**config.mk**
```make
export PLATFORM = sky130hd
export DESIGN_NAME = psta_top
export DESIGN_NICKNAME = d
export VERILOG_FILES = /design/src/common/psta_pkg.sv /design/src/design/psta_latch_mem.sv /design/src/design/psta_top.sv
export SDC_FILE = /design/constraint.sdc
export NUM_CORES = 1
export LEC_CHECK = 0
export BUFFER_PORTS_ARGS = -buffer_cell sky130_fd_sc_hd__clkbuf_2
export CAP_MARGIN = 30
export CORE_UTILIZATION = 45
export DETAILED_ROUTE_END_ITERATION = 7
export HOLD_SLACK_MARGIN = 0.06
export PLACE_DENSITY = 0.71
export SYNTH_ARGS = -nofsm -noshare
export SYNTH_HDL_FRONTEND = slang
export SYNTH_SLANG_ARGS = --single-unit
```
**constraint.sdc**
```tcl
create_clock -name i_clock -period 4.3 [get_ports i_clock]
set_input_delay 0.215 -clock i_clock [delete_from_list [all_inputs] [get_ports i_clock]]
set_output_delay 0.215 -clock i_clock [all_outputs]
set_load 0.1 [all_outputs]
```
**src/common/psta_pkg.sv**
```systemverilog
// shared constants for the program space table access block
package psta_pkg;
    // ========================================
    // table instruction codes
    localparam logic [1:0] TBL_READ_LOW = 2'h0;
    localparam logic [1:0] TBL_READ_HIGH = 2'h1;
    localparam logic [1:0] TBL_WRITE_LOW = 2'h2;
    localparam logic [1:0] TBL_WRITE_HIGH = 2'h3;
    // ========================================
    // address geometry
    localparam int CFG_SPACE_BIT = 7;
    localparam logic [7:0] EE_PAGE = 8'h7f;
    localparam int VIS_ENABLE_BIT = 2;
    localparam int ROW_WORDS = 32;
    localparam logic [23:0] ROW_SPAN = 24'h000040;
    // ========================================
    // flash operation codes
    localparam logic [3:0] OP_ERASE_ROWS = 4'h6;
    localparam logic [1:0] OP_ERASE_BAD = 2'h3;
    localparam logic [3:0] OP_WRITE_ROW = 4'h1;
    // ========================================
    // timing
    localparam int CLOCK_MHZ = 25;
    localparam int WRITE_TIME_US = 2000;
    localparam int ERASE_TIME_US = 2000;
    localparam int WRITE_CYCLES = WRITE_TIME_US * CLOCK_MHZ;
    localparam int ERASE_CYCLES = ERASE_TIME_US * CLOCK_MHZ;
    // ========================================
    // reset values
    localparam logic [23:0] ADDR_RESET = 24'h000000;
    localparam logic [15:0] DATA_RESET = 16'h0000;
endpackage

```
**src/design/psta_latch_mem.sv**
```systemverilog
// row holding latches with byte-lane writes and registered read
`timescale 1ns/100ps
module psta_latch_mem #(
    parameter int WIDTH = 24,
    parameter int DEPTH = 32,
    parameter int AW = 5
) (
    // clock and enable
    input wire logic i_clock,
    input wire logic i_clk_en,
    // write port
    input wire logic i_we,
    input wire logic [AW-1:0] i_waddr,
    input wire logic [WIDTH/8-1:0] i_be,
    input wire logic [WIDTH-1:0] i_wdata,
    // read port
    input wire logic [AW-1:0] i_raddr,
    output logic [WIDTH-1:0] o_rdata
);
    logic [WIDTH-1:0] mem [DEPTH];

    // ========================================
    // byte lanes, a later write replaces only its own lanes
    always_ff @(posedge i_clock) begin
        if (i_clk_en && i_we) begin
            for (int b = 0; b < WIDTH / 8; b++) begin
                if (i_be[b]) begin
                    mem[i_waddr][b*8 +: 8] <= i_wdata[b*8 +: 8];
                end
            end
        end
    end

    // registered read
    always_ff @(posedge i_clock) begin
        if (i_clk_en) begin
            o_rdata <= mem[i_raddr];
        end
    end
endmodule

```
**src/design/psta_top.sv**
```systemverilog
// table read/write engine, visibility window and row programming
`timescale 1ns/100ps
// Functional notes
// - word read low returns program bits 15:0
// - byte read low picks upper/lower low byte
// - word read high: bits 23:16, zero upper
// - byte read high: phantom byte reads zero
// - two address units per program word
// - address is table page above EA
// - page bit 7 selects configuration space
// - configuration space refuses table writes
// - low table ops reach data EEPROM words
// - window needs EA bit 15 and enable
// - window address: visibility page plus EA[14:0]
// - window returns low 16 program bits
// - window suspended during table operations
// - outside repeat: move +1, others +2
// - repeat loop: +2 only edge iterations
// - 32-word rows; erase 1/2/4, write row
// - blocks aligned to their own size
// - non-EEPROM table writes only load holding latches
// - any number of latch loads programs
// - latches load any order, last wins
// - latch write takes two cycles
// - operation field low bits set size
// - erase codes 011000/011001/011010, others nothing
// - write bit starts timed op, self-clears
module psta_top #(
    parameter int WRITE_CYC = psta_pkg::WRITE_CYCLES,
    parameter int ERASE_CYC = psta_pkg::ERASE_CYCLES
) (
    // clock, reset, enable
    input wire logic i_clock,
    input wire logic i_reset_n,
    input wire logic i_clk_en,
    // table instruction request
    input wire logic i_tbl_valid,
    input wire logic [1:0] i_tbl_op,
    input wire logic i_tbl_byte,
    input wire logic [15:0] i_tbl_ea,
    input wire logic [15:0] i_tbl_wdata,
    input wire logic [7:0] i_table_page_register,
    // data space access and repeat state
    input wire logic i_ds_valid,
    input wire logic [15:0] i_ds_ea,
    input wire logic i_ds_mov,
    input wire logic i_rpt_active,
    input wire logic i_rpt_first,
    input wire logic i_rpt_last,
    input wire logic i_rpt_irq_exit,
    input wire logic i_rpt_reentry,
    input wire logic [7:0] i_visibility_page_register,
    input wire logic [15:0] i_core_control_register,
    // flash control bits
    input wire logic i_fc_wr_set,
    input wire logic i_fc_wr_enable,
    input wire logic i_fc_erase,
    input wire logic [5:0] i_flash_operation_field,
    input wire logic i_fc_err_clr,
    output logic o_fc_wr,
    output logic o_fc_err,
    // program memory read port
    output logic o_pm_rd,
    output logic o_pm_ee,
    output logic [23:0] o_pm_addr,
    input wire logic [23:0] i_pm_rdata,
    // table results
    output logic o_tbl_done,
    output logic o_tbl_refused,
    output logic [15:0] o_tbl_rdata,
    // window results
    output logic o_ds_hit,
    output logic [15:0] o_ds_rdata,
    output logic [1:0] o_ds_extra,
    // data EEPROM word write
    output logic o_ee_we,
    output logic [15:0] o_ee_addr,
    output logic [15:0] o_ee_wdata,
    // flash array
    output logic o_arr_we,
    output logic [23:0] o_arr_addr,
    output logic [23:0] o_arr_wdata,
    output logic o_arr_erase,
    output logic [2:0] o_arr_erase_rows
);
    typedef enum logic [1:0] {
        FL_IDLE = 2'h0,
        FL_STREAM = 2'h1,
        FL_WAIT = 2'h2
    } psta_fl_state_t;

    // ========================================
    // table and window pipeline state
    logic o_pm_rd_d, o_pm_ee_d, o_tbl_done_d, o_tbl_refused_d;
    logic [23:0] o_pm_addr_d;
    logic [15:0] o_tbl_rdata_d, o_ds_rdata_d, o_ee_addr_d, o_ee_wdata_d;
    logic o_ds_hit_d, o_ee_we_d;
    logic [1:0] o_ds_extra_d;
    logic s1_tbl_q, s1_tbl_d, s1_rd_q, s1_rd_d, s1_ref_q, s1_ref_d;
    logic s1_high_q, s1_high_d, s1_byte_q, s1_byte_d, s1_bsel_q, s1_bsel_d;
    logic s1_ds_q, s1_ds_d;
    logic [1:0] s1_extra_q, s1_extra_d;
    logic [23:0] wa_q, wa_d;
    logic tbl_take, ds_take, is_write, is_high, in_cfg, in_ee, refuse;
    logic lat_we;
    logic [2:0] lat_be;
    logic [23:0] lat_wdata;
    // flash sequencer state
    psta_fl_state_t st_q, st_d;
    logic o_fc_wr_d, o_fc_err_d, o_arr_we_d, o_arr_erase_d;
    logic [23:0] o_arr_addr_d, base_q, base_d;
    logic [2:0] o_arr_erase_rows_d;
    logic [4:0] idx_q, idx_d, idxp_q, idxp_d;
    logic pend_q, pend_d;
    logic [31:0] cnt_q, cnt_d;
    logic [23:0] lat_rdata, blk_mask;
    logic fl_idle;

    assign fl_idle = (st_q == FL_IDLE) && !o_fc_wr;

    // ========================================
    // table engine and window: request decode and result shaping
    always_comb begin
        is_write = i_tbl_op[1];
        is_high = i_tbl_op[0];
        in_cfg = i_table_page_register[psta_pkg::CFG_SPACE_BIT];
        in_ee = i_table_page_register == psta_pkg::EE_PAGE;
        refuse = (is_write && in_cfg) || (is_high && in_ee);
        tbl_take = i_tbl_valid && fl_idle;
        // a table op in flight or arriving holds the window off
        ds_take = i_ds_valid && i_ds_ea[15] && fl_idle && !i_tbl_valid
            && !s1_tbl_q
            && i_core_control_register[psta_pkg::VIS_ENABLE_BIT];
        o_pm_rd_d = (tbl_take && !is_write && !refuse) || ds_take;
        o_pm_ee_d = tbl_take && in_ee;
        o_pm_addr_d = o_pm_addr;
        if (tbl_take) begin
            o_pm_addr_d = {i_table_page_register, i_tbl_ea};
        end else if (ds_take) begin
            o_pm_addr_d = {1'b0, i_visibility_page_register,
                i_ds_ea[14:0]};
        end
        // latch loads: array untouched until a sequence runs
        lat_we = tbl_take && is_write && !refuse && !in_ee;
        lat_be = 3'h0;
        lat_wdata = {i_tbl_wdata[7:0], i_tbl_wdata};
        if (lat_we) begin
            if (!is_high && !i_tbl_byte) begin
                lat_be = 3'h3;
            end else if (!is_high) begin
                lat_be = i_tbl_ea[0] ? 3'h2 : 3'h1;
                lat_wdata = {3{i_tbl_wdata[7:0]}};
            end else if (!(i_tbl_byte && i_tbl_ea[0])) begin
                lat_be = 3'h4; // phantom byte write is dropped
            end
        end
        wa_d = lat_we ? {i_table_page_register, i_tbl_ea} : wa_q;
        o_ee_we_d = tbl_take && is_write && in_ee && !is_high;
        o_ee_addr_d = o_ee_we_d ? i_tbl_ea : o_ee_addr;
        o_ee_wdata_d = o_ee_we_d ? i_tbl_wdata : o_ee_wdata;
        // stage one bookkeeping
        s1_tbl_d = tbl_take;
        s1_rd_d = tbl_take && !is_write && !refuse;
        s1_ref_d = tbl_take && refuse;
        s1_high_d = is_high;
        s1_byte_d = i_tbl_byte;
        s1_bsel_d = i_tbl_ea[0];
        s1_ds_d = ds_take;
        if (!i_rpt_active) begin
            s1_extra_d = i_ds_mov ? 2'h1 : 2'h2;
        end else if (i_rpt_first || i_rpt_last || i_rpt_irq_exit
            || i_rpt_reentry) begin
            s1_extra_d = 2'h2;
        end else begin
            s1_extra_d = 2'h0;
        end
        // stage two: answer, write done after two cycles
        o_tbl_done_d = s1_tbl_q;
        o_tbl_refused_d = s1_ref_q;
        o_tbl_rdata_d = 16'h0000;
        if (s1_rd_q) begin
            if (!s1_high_q && !s1_byte_q) begin
                o_tbl_rdata_d = i_pm_rdata[15:0];
            end else if (!s1_high_q) begin
                o_tbl_rdata_d = {8'h00, s1_bsel_q ? i_pm_rdata[15:8]
                    : i_pm_rdata[7:0]};
            end else if (!(s1_byte_q && s1_bsel_q)) begin
                o_tbl_rdata_d = {8'h00, i_pm_rdata[23:16]};
            end
        end
        o_ds_hit_d = s1_ds_q;
        o_ds_rdata_d = s1_ds_q ? i_pm_rdata[15:0] : o_ds_rdata;
        o_ds_extra_d = s1_ds_q ? s1_extra_q : 2'h0;
    end

    // table and window registers
    always_ff @(posedge i_clock or negedge i_reset_n) begin
        if (!i_reset_n) begin
            o_pm_rd <= 1'b0;
            o_pm_ee <= 1'b0;
            o_pm_addr <= psta_pkg::ADDR_RESET;
            wa_q <= psta_pkg::ADDR_RESET;
            o_ee_we <= 1'b0;
            o_ee_addr <= psta_pkg::DATA_RESET;
            o_ee_wdata <= psta_pkg::DATA_RESET;
            {s1_tbl_q, s1_rd_q, s1_ref_q, s1_high_q} <= 4'h0;
            {s1_byte_q, s1_bsel_q, s1_ds_q} <= 3'h0;
            s1_extra_q <= 2'h0;
            o_tbl_done <= 1'b0;
            o_tbl_refused <= 1'b0;
            o_tbl_rdata <= psta_pkg::DATA_RESET;
            o_ds_hit <= 1'b0;
            o_ds_rdata <= psta_pkg::DATA_RESET;
            o_ds_extra <= 2'h0;
        end else if (i_clk_en) begin
            o_pm_rd <= o_pm_rd_d;
            o_pm_ee <= o_pm_ee_d;
            o_pm_addr <= o_pm_addr_d;
            wa_q <= wa_d;
            o_ee_we <= o_ee_we_d;
            o_ee_addr <= o_ee_addr_d;
            o_ee_wdata <= o_ee_wdata_d;
            {s1_tbl_q, s1_rd_q, s1_ref_q, s1_high_q} <=
                {s1_tbl_d, s1_rd_d, s1_ref_d, s1_high_d};
            {s1_byte_q, s1_bsel_q, s1_ds_q} <= {s1_byte_d, s1_bsel_d, s1_ds_d};
            s1_extra_q <= s1_extra_d;
            o_tbl_done <= o_tbl_done_d;
            o_tbl_refused <= o_tbl_refused_d;
            o_tbl_rdata <= o_tbl_rdata_d;
            o_ds_hit <= o_ds_hit_d;
            o_ds_rdata <= o_ds_rdata_d;
            o_ds_extra <= o_ds_extra_d;
        end
    end

    // ========================================
    // holding latches for one row
    psta_latch_mem #(
        .WIDTH(24),
        .DEPTH(psta_pkg::ROW_WORDS),
        .AW(5)
    ) u_latch (
        .i_clock(i_clock),
        .i_clk_en(i_clk_en),
        .i_we(lat_we),
        .i_waddr(i_tbl_ea[5:1]),
        .i_be(lat_be),
        .i_wdata(lat_wdata),
        .i_raddr(idx_q),
        .o_rdata(lat_rdata)
    );

    // ========================================
    // flash sequencer: erase blocks and row write
    always_comb begin
        st_d = st_q;
        o_fc_wr_d = o_fc_wr;
        o_fc_err_d = o_fc_err && !i_fc_err_clr;
        o_arr_erase_d = 1'b0;
        o_arr_erase_rows_d = o_arr_erase_rows;
        base_d = base_q;
        idx_d = idx_q;
        idxp_d = idx_q;
        pend_d = 1'b0;
        cnt_d = cnt_q;
        blk_mask = (psta_pkg::ROW_SPAN
            << i_flash_operation_field[1:0]) - 24'h000001;
        unique case (st_q)
            FL_IDLE: begin
                if (i_fc_wr_set && !o_fc_wr && !i_fc_wr_enable) begin
                    o_fc_err_d = 1'b1; // set wins over clear
                end else if (i_fc_wr_set && !o_fc_wr) begin
                    if (i_fc_erase
                        && i_flash_operation_field[5:2] == psta_pkg::OP_ERASE_ROWS
                        && i_flash_operation_field[1:0] != psta_pkg::OP_ERASE_BAD)
                    begin
                        o_fc_wr_d = 1'b1;
                        o_arr_erase_d = 1'b1;
                        o_arr_erase_rows_d = 3'h1 << i_flash_operation_field[1:0];
                        base_d = wa_q & ~blk_mask;
                        cnt_d = 32'(ERASE_CYC);
                        st_d = FL_WAIT;
                    end else if (!i_fc_erase
                        && i_flash_operation_field[5:2] == psta_pkg::OP_WRITE_ROW)
                    begin
                        o_fc_wr_d = 1'b1;
                        base_d = wa_q & ~(psta_pkg::ROW_SPAN - 24'h000001);
                        idx_d = 5'h00;
                        st_d = FL_STREAM;
                    end
                end
            end
            FL_STREAM: begin
                pend_d = 1'b1;
                idx_d = idx_q + 5'h01;
                if (idx_q == 5'(psta_pkg::ROW_WORDS - 1)) begin
                    cnt_d = 32'(WRITE_CYC);
                    st_d = FL_WAIT;
                end
            end
            FL_WAIT: begin
                cnt_d = cnt_q - 32'h00000001;
                if (cnt_q <= 32'h00000001) begin
                    o_fc_wr_d = 1'b0;
                    st_d = FL_IDLE;
                end
            end
            default: st_d = FL_IDLE;
        endcase
        o_arr_we_d = pend_q;
        o_arr_addr_d = o_arr_erase_d ? base_d : o_arr_addr;
        if (pend_q) begin
            o_arr_addr_d = base_q + {18'h00000, idxp_q, 1'b0};
        end
    end

    // flash sequencer registers
    always_ff @(posedge i_clock or negedge i_reset_n) begin
        if (!i_reset_n) begin
            st_q <= FL_IDLE;
            o_fc_wr <= 1'b0;
            o_fc_err <= 1'b0;
            o_arr_erase <= 1'b0;
            o_arr_erase_rows <= 3'h0;
            o_arr_we <= 1'b0;
            o_arr_addr <= psta_pkg::ADDR_RESET;
            o_arr_wdata <= psta_pkg::ADDR_RESET;
            base_q <= psta_pkg::ADDR_RESET;
            idx_q <= 5'h00;
            idxp_q <= 5'h00;
            pend_q <= 1'b0;
            cnt_q <= 32'h00000000;
        end else if (i_clk_en) begin
            st_q <= st_d;
            o_fc_wr <= o_fc_wr_d;
            o_fc_err <= o_fc_err_d;
            o_arr_erase <= o_arr_erase_d;
            o_arr_erase_rows <= o_arr_erase_rows_d;
            o_arr_we <= o_arr_we_d;
            o_arr_addr <= o_arr_addr_d;
            o_arr_wdata <= pend_q ? lat_rdata : o_arr_wdata;
            base_q <= base_d;
            idx_q <= idx_d;
            idxp_q <= idxp_d;
            pend_q <= pend_d;
            cnt_q <= cnt_d;
        end
    end
endmodule

```
==> results of run 1 <==
## routing by layer
metal | vias up | share of wire, % | wire (microns) | track usage [%]
met5 | - | 0 | 0 | 0
met4 | 0 | 2.7 | 2610 | 6.30
met3 | 162 | 6.9 | 6620 | 3.89
met2 | 945 | 51 | 48700 | 35.3
met1 | 11843 | 40 | 38500 | 27.2
li1 | 9808 | - | - | -
## worst max-delay path by stage
stage                  start                  end  slack (ns)  depth (start not counted)
detailed placement  idx_q[0]            cnt_q[25]        1.00                          9
global placement    idx_q[0]            cnt_q[25]        1.02                          9
finish              idx_q[0]            cnt_q[25]        0.97                          9
floorplan            o_fc_wr  u_latch.mem[10][16]        1.14                          8
global route        idx_q[0]            cnt_q[25]        0.76                          9
CTS                 idx_q[0]            cnt_q[25]        0.97                          9
## synth_stat cells, types with 6 or more instances
cell type / instances / area (sq um)
edfxtp_1: 792 / 23800
dfrtp_1: 247 / 6180
mux4_2: 240 / 5410
nor2_1: 170 / 638
mux2_2: 135 / 1520
nand2_1: 106 / 398
clkbuf_1: 77 / 289
a21oi_1: 46 / 230
o21ai_0: 39 / 195
mux2i_1: 28 / 280
nand3_1: 26 / 130
buf_2: 24 / 120
xnor2_1: 19 / 166
buf_1: 17 / 63.8
inv_1: 16 / 60.1
and2_1: 15 / 93.8
nor3_1: 15 / 75.1
xor2_1: 15 / 131
a31oi_1: 14 / 87.6
a22o_1: 11 / 96.3
nand4_1: 11 / 68.8
o2bb2ai_1: 11 / 96.3
a211oi_1: 10 / 75.1
a21o_1: 10 / 75.1
ha_1: 10 / 125
mux2_1: 9 / 101
nor2b_1: 9 / 56.3
nor4_1: 9 / 56.3
or3_1: 8 / 50.1
nand2b_1: 7 / 43.8
o31ai_1: 7 / 52.6
or4_1: 7 / 52.6
and3_1: 6 / 37.5
nor3b_1: 6 / 45.0
## final cells by class
cell class | count | area [sq um] | area share, %
diodes | 1 | 2.50 | 0.00510
clock buffers | 132 | 2790 | 5.68
clock inverters | 52 | 616 | 1.25
inverters | 17 | 65.1 | 0.133
multi-input cells | 1075 | 11100 | 22.6
flip-flops and latches | 1039 | 30000 | 61.1
well taps | 1186 | 1480 | 3.02
repair buffers | 443 | 3040 | 6.20
## registers in the layout, indices dropped and copies added, names as in the netlist, 3 cells and up
register,flops
wa_q,18
o_tbl_rdata,16
u_latch.o_rdata,24
u_latch.mem,768
cnt_q,32
idxp_q,5
o_arr_wdata,24
idx_q,5
o_pm_addr,24
o_ee_wdata,16
o_arr_addr,24
o_ds_rdata,16
o_ee_addr,16
o_arr_erase_rows,3
base_q,24
## power groups by stage
stage | Combinational (uW) | Sequential, uW | Clock, uW
3_3_place_gp | 7390 | 12000 | 0
6_report | 7610 | 11900 | 8980
4_1_cts | 7630 | 11900 | 9130
2_1_floorplan | 4320 | 13300 | 0
3_5_place_dp | 7520 | 12100 | 0
5_1_grt | 8010 | 11900 | 9530
## worst register-to-register path: stages, from the launching register on
cell and delay, ns:
dfrtp_4 0.73, ha_1 0.27, and3_1 0.18, ha_1 0.16, nor2b_1 0.14, o21ai_1 0.14, a2111oi_4 0.74, nand3_2 0.27
or4_1 0.45, a21oi_1 0.16
## logic make-up after synthesis
family | share of synthesized area (%)
flops | 72.1
simple gates | 4.90
mux | 17.6
compound gates | 3.11
buf+inv | 1.29
xor+xnor | 0.716
fa+ha+maj | 0.349
## per-stage QoR
stage / setup WS (ns) / hold slack, ns
4_1_cts: 0.966 / 0.0899
2_1_floorplan: 1.14 / -0.0806
3_3_place_gp: 1.02 / 0.332
6_report: 0.974 / 0.124
5_1_grt: 0.765 / 0.131
3_5_place_dp: 1.00 / 0.342
## timing repair
item / 4_1_cts / 5_1_grt
hold endpoints to repair: 230 / 0
hold buffers: 101 / 0
buffers inserted: 0 / 0
==> metrics.md, run 1 <==
| Metric | Value |
|---|---|
| Design area | `49,100 sq um` |
| Non-filler cells, final | `3,945` |
| Most common cell after layout, fill and taps aside | `edfxtp_1` |
| GR Util All Layers | `20.7%` |
| Outcome | `completed` |
| IO Port Bufs | `263` |
| Seq/Total Area, Yosys | `72.1%` |
| Chip width | `306 microns` |
| # IOs | `279` |
| DR WL/cell | `24.4 microns` |
| Clock Skew | `0.0232 ns` |
| Switching Share | `30.5%` |
| Worst slew margin | `29.8%` |
| Global-route wire length before repair | `147,000 microns` |
| Worst skew pair latency | `0.68 ns` |
| Filler instances | `6,886` |
| Fin. max-slew vios | `0` |
| WP buf/inv | `0` |
| Synth Net Count | `2,388` |
| Die area | `93,600 sq um` |
| Flop pwr share | `41.7%` |
| Critical path class | `register to register` |
| Critical-path top delay cell | `a2111oi_4` |
| Vias per cell | `5.77` |
| WL final | `96,400 microns` |
| Reg clk slew, reported paths | `0.06 ns` |
| Tightest Pin Transition | `1.05 ns` |
| Remaining antenna violation count | `0` |
| Worst-path cell chain | `ha_1 -> and3_1 -> ha_1 -> nor2b_1 -> o21ai_1 -> a2111oi_4 -> nand3_2 -> or4_1 -> a21oi_1` |
| Grt total ovfl | `0` |
| Initial DRC count | `2,357` |
| Top FF cell, synth | `edfxtp_1` |
| Row cnt | `111` |
| Min Tclk post-route | `3.33 ns` |
| Startpoint Class | `register` |
| Clock Power Share | `31.6%` |
| CP peak stage delay | `0.74 ns` |
| Initial antenna violation count | `1` |
| DIE HEIGHT | `306 microns` |
| R2r startpoint | `idx_q[0]` |
| WHS Path Cells | `4` |
| Routability-driven placement congestion ratio | `0.893` |
| Distinct cells, synth | `75` |
| R2r worst-path depth | `9` |
| Vias in the first global route | `23,541` |
| Post-synthesis to final-layout area growth | `18.0%` |
| Number of flops mapped to enable cells by yosys | `792` |
| Setup slack, reg-to-reg | `0.97 ns` |
| CTS tree | `yes` |
| Mapped Area | `41,600 sq um` |
| DP Cell Count | `3,658` |
| H-Tree Depth | `3` |
| Synth async-reset ratio | `23.8%` |
| Commonest cells after routing, fill and taps aside | `792 x edfxtp_1, 261 x clkbuf_2, 244 x dfrtp_1` |
| Logic pwr share | `26.7%` |
| Pre-antenna DRT Iters | `6` |
| Avg Cell Area, Syn | `18.5 sq um` |
| Mapped Cells | `2,249` |
| CTS max path bufs | `3` |
| CP Capture Type | `register` |
| CP most frequent cell | `ha_1` |
| Setup TNS | `0 ns` |
| Worst reg2reg path endpoint | `cnt_q[25]` |
| Initial Util | `45.4%` |
| Core area | `91,500 sq um` |
| Seq cells post-synth | `1,039` |
| Nets | `2,814` |
| Layout cells sized above 1 | `32.7%` |
| Fin. Hold Viols | `0` |
| Dpl hpwl | `63,400 microns` |
| Hold EP | `o_pm_ee` |
| PostCTS Resize Cnt | `0` |
| Internal | `19,800 uW` |
| Total power draw | `28,400 uW` |
| Total number of yosys warnings | `0` |
| Worst Hold Launch | `i_tbl_valid` |
| Final setup fails | `0` |
| Fin util | `53.6%` |
| Largest net degree at the start of global routing | `162` |
| CTS buffer count | `99` |
| Worst-path maximum fanout | `20` |
| Clock net sink count | `1,039` |
| Crit path DAT | `3.91 ns` |
| RSZ-0062 raised after global routing | `false` |
| Final period utilization | `77.3%` |
| Hold Path Class | `primary input to register` |
| Root Driver | `clkbuf_16` |
| Placement Cell Area | `44,600 sq um` |
| Worst vdd ir | `0.551 mV` |
| Sw Pwr | `8680 uW` |
| Worst path required time | `4.89 ns` |
| Fmax | `301 MHz` |
| DR vias | `22,758` |
| Max-Cap Viols | `0` |
| Pwr Density | `580 nW/um^2` |
| DRC viols | `0` |
| Leak pwr | `0.0176 uW` |
| Crit path max-delay family | `simple AND/OR/NAND/NOR gates` |
Note: power is estimated with default switching activity, not from simulation.
==> run 2, diff against run 1 <==
==> constraint.sdc (replaced) <==
create_clock -name i_clock -period 3.5 [get_ports i_clock]
set_input_delay 0.175 -clock i_clock [delete_from_list [all_inputs] [get_ports i_clock]]
set_output_delay 0.175 -clock i_clock [all_outputs]
set_load 0.1 [all_outputs]
==> metrics.md, run 2 (synthesis results as in run 1) <==
| Metric | Value |
|---|---|
| Commonest cells after routing, fill and taps aside | `792 x edfxtp_1, 261 x clkbuf_2, 244 x dfrtp_1 (unchanged)` |
| DIE HEIGHT | `306 microns (unchanged)` |
| Max reg flops | `768 (unchanged)` |
| Most common cell after layout, fill and taps aside | `edfxtp_1 (unchanged)` |
| GRT met1 Usage | `27.6% (was 27.2%)` |
| Clock net sink count | `1,039 (unchanged)` |
| Setup crit end | `u_latch.mem[24][4] (was cnt_q[25])` |
| CTS buffer count | `101 (was 99)` |
| Setup slack, reg-to-reg | `0.54 ns (was 0.97 ns)` |
| CTS max path bufs | `3 (unchanged)` |
| CTS tree | `yes (unchanged)` |
| Largest regs | `u_latch.mem: 768 flops, cnt_q: 32 flops (unchanged)` |
| Fmax | `337 MHz (was 301 MHz)` |
| Initial antenna violation count | `3 (was 1)` |
| Crit path launch | `st_q[1] (was idx_q[0])` |
| H-Tree Depth | `3 (unchanged)` |
| DR vias | `23,096 (was 22,758)` |
| IO Port Bufs | `263 (unchanged)` |
| Outcome | `completed (unchanged)` |
| Met2 GRT Util | `36.2% (was 35.3%)` |
| Critical-path top delay cell | `dfrtp_1 (was a2111oi_4)` |
| PostCTS Resize Cnt | `0 (unchanged)` |
| WP buf/inv | `2 (was 0)` |
| DRC viols | `0 (unchanged)` |
| Filler instances | `6,803 (was 6,886)` |
| Remaining antenna violation count | `0 (unchanged)` |
| GR peak layer | `met2 (unchanged)` |
| Vias in the first global route | `23,726 (was 23,541)` |
| Grt total ovfl | `0 (unchanged)` |
| Worst hold slack | `0.0726 ns (was 0.124 ns)` |
| Setup TNS | `0 ns (unchanged)` |
| Global-route wire length before repair | `149,000 microns (was 147,000 microns)` |
| Pre-antenna DRT Iters | `7 (was 6)` |
| Core area | `91,500 sq um (unchanged)` |
| Crit path DAT | `3.35 ns (was 3.91 ns)` |
| Routability-driven placement congestion ratio | `0.910 (was 0.893)` |
| Root Driver | `clkbuf_16 (unchanged)` |
| Worst vdd ir | `0.463 mV (was 0.551 mV)` |
| WL final | `98,700 microns (was 96,400 microns)` |
| Largest net degree at the start of global routing | `90 (was 162)` |
| Fin. Hold Viols | `0 (unchanged)` |
| CP peak stage delay | `0.54 ns (was 0.74 ns)` |
| Hold Path Class | `primary input to async pin (was primary input to register)` |
| Leak pwr | `0.0179 uW (was 0.0176 uW)` |
| Startpoint Class | `register (unchanged)` |
| Post-synthesis to final-layout area growth | `19.3% (was 18.0%)` |
| Final setup fails | `0 (unchanged)` |
| Reg with most FFs | `u_latch.mem (unchanged)` |
| Pwr Density | `704 nW/um^2 (was 580 nW/um^2)` |
| Initial DRC count | `2,368 (was 2,357)` |
| Clock Skew | `0.0308 ns (was 0.0232 ns)` |
| Layout cells sized above 1 | `33.6% (was 32.7%)` |
| Worst-path maximum fanout | `32 (was 20)` |
| Worst path required time | `3.89 ns (was 4.89 ns)` |
| Critical path depth | `7 (was 9)` |
| R2r worst-path depth | `7 (was 9)` |
| Worst-path cell chain | `nor4b_2 -> nand2_2 -> nor4b_4 -> nand3b_1 -> buf_4 -> nor2_1 -> buf_4 (was ha_1 -> and3_1 -> ha_1 -> nor2b_1 -> o21ai_1 -> a2111oi_4 -> nand3_2 -> or4_1 -> a21oi_1)` |
| Initial Util | `45.4% (unchanged)` |
| Crit path max-delay family | `simple AND/OR/NAND/NOR gates (unchanged)` |
| Worst slew margin | `36.4% (was 29.8%)` |
| CP most frequent cell | `buf_4 (was ha_1)` |
| Tightest Pin Transition | `0.954 ns (was 1.05 ns)` |
| Fin. max-slew vios | `0 (unchanged)` |
| Worst skew pair latency | `0.70 ns (was 0.68 ns)` |
| Worst reg2reg path endpoint | `u_latch.mem[24][4] (was cnt_q[25])` |
| RSZ-0062 raised after global routing | `false (unchanged)` |
| Reg clk slew, reported paths | `0.06 ns (about the same)` |
| Critical path class | `register to register (unchanged)` |
| Max-Cap Viols | `0 (unchanged)` |
| Vias per cell | `5.75 (was 5.77)` |
| R2r startpoint | `st_q[1] (was idx_q[0])` |
| Row cnt | `111 (unchanged)` |
| GR Util All Layers | `21.2% (was 20.7%)` |
| Post-CTS Setup Repair Bufs | `0 (unchanged)` |
| Final period utilization | `84.7% (was 77.3%)` |
| # IOs | `279 (unchanged)` |
| Chip width | `306 microns (unchanged)` |
| Die area | `93,600 sq um (unchanged)` |
| Grt met3 use | `3.62% (was 3.89%)` |
| Nets | `2,885 (was 2,814)` |
| CP Capture Type | `register (unchanged)` |
| Min Tclk post-route | `2.96 ns (was 3.33 ns)` |
| Total power draw | `34,900 uW (was 28,400 uW)` |
| Dpl hpwl | `64,100 microns (was 63,400 microns)` |
| DR WL/cell | `24.6 microns (was 24.4 microns)` |
## run 2: cell count changes in the layout (fill, tap and decap cells not counted), sizes merged
cell and change:
buf +59, bufinv -2, clkbuf -7, clkinv +8, clkinvlp +1, dlygate4sd3 +10
inv +2
## run 2: report_power, final
part           internal [uW]  leakage (uW)  switching [uW]
Combinational           3900       0.00590            5660
Clock                   6230       0.00163            4650
Sequential             14000        0.0104             489
## run 2: area by class of cell
cell class	instances	area (sq um)	share of cell area [%]
Clock buffer	125	2720	5.49
Timing Repair Buffer	512	3610	7.27
Antenna cell	1	2.50	0.00504
Tap cell	1186	1480	2.99
Multi-Input combinational cell	1075	11100	22.4
Inverter	17	65.1	0.131
Sequential cell	1039	30000	60.4
Clock inverter	61	644	1.30
## run 2: how the worst min path moves through the flow
| stage | endpoint | slack, ns | depth (start not counted) |
|---|---|---|---|
| floorplan | base_q[0] | -0.12 | 0 |
| global placement | o_ds_rdata[7] | 0.22 | 1 |
| detailed placement | o_ds_rdata[6] | 0.23 | 1 |
| CTS | o_pm_ee | 0.07 | 4 |
| global route | o_arr_addr[18] | 0.12 | 5 |
| finish | o_ds_rdata[6] | 0.07 | 2 |
## run 2: timing repair
item / CTS / global route
hold buffers: 111 / 0
setup endpoints to repair: 0 / 0
hold endpoints to repair: 216 / 0
## run 2: stage by stage
step                worst slack [ns]  area [sq um]  utilization (%)  cells
floorplan                      0.342         41600                -   2249
global placement               0.703         45100             49.3   3717
detailed placement             0.616         45100             49.3   3718
CTS                            0.569         49600             54.2   4015
global route                   0.393         49600             54.2   4015
finish                         0.536         49600             54.2   4016
## run 2: layer usage
layer	up-vias	wire [microns]	part of all wire, %
li1	9929	-	-
met1	12051	39100	40
met2	928	50400	51
met3	184	6640	6.7
met4	4	2610	2.6
met5	-	28	0.028
## run 2: worst register-to-register path, delay by kind of cell, from the launching register on
family                 cells  cell delay (ns)
flip-flops                 1             0.54
buffers and inverters      2             0.53
AND/OR/NAND/NOR            5             1.61
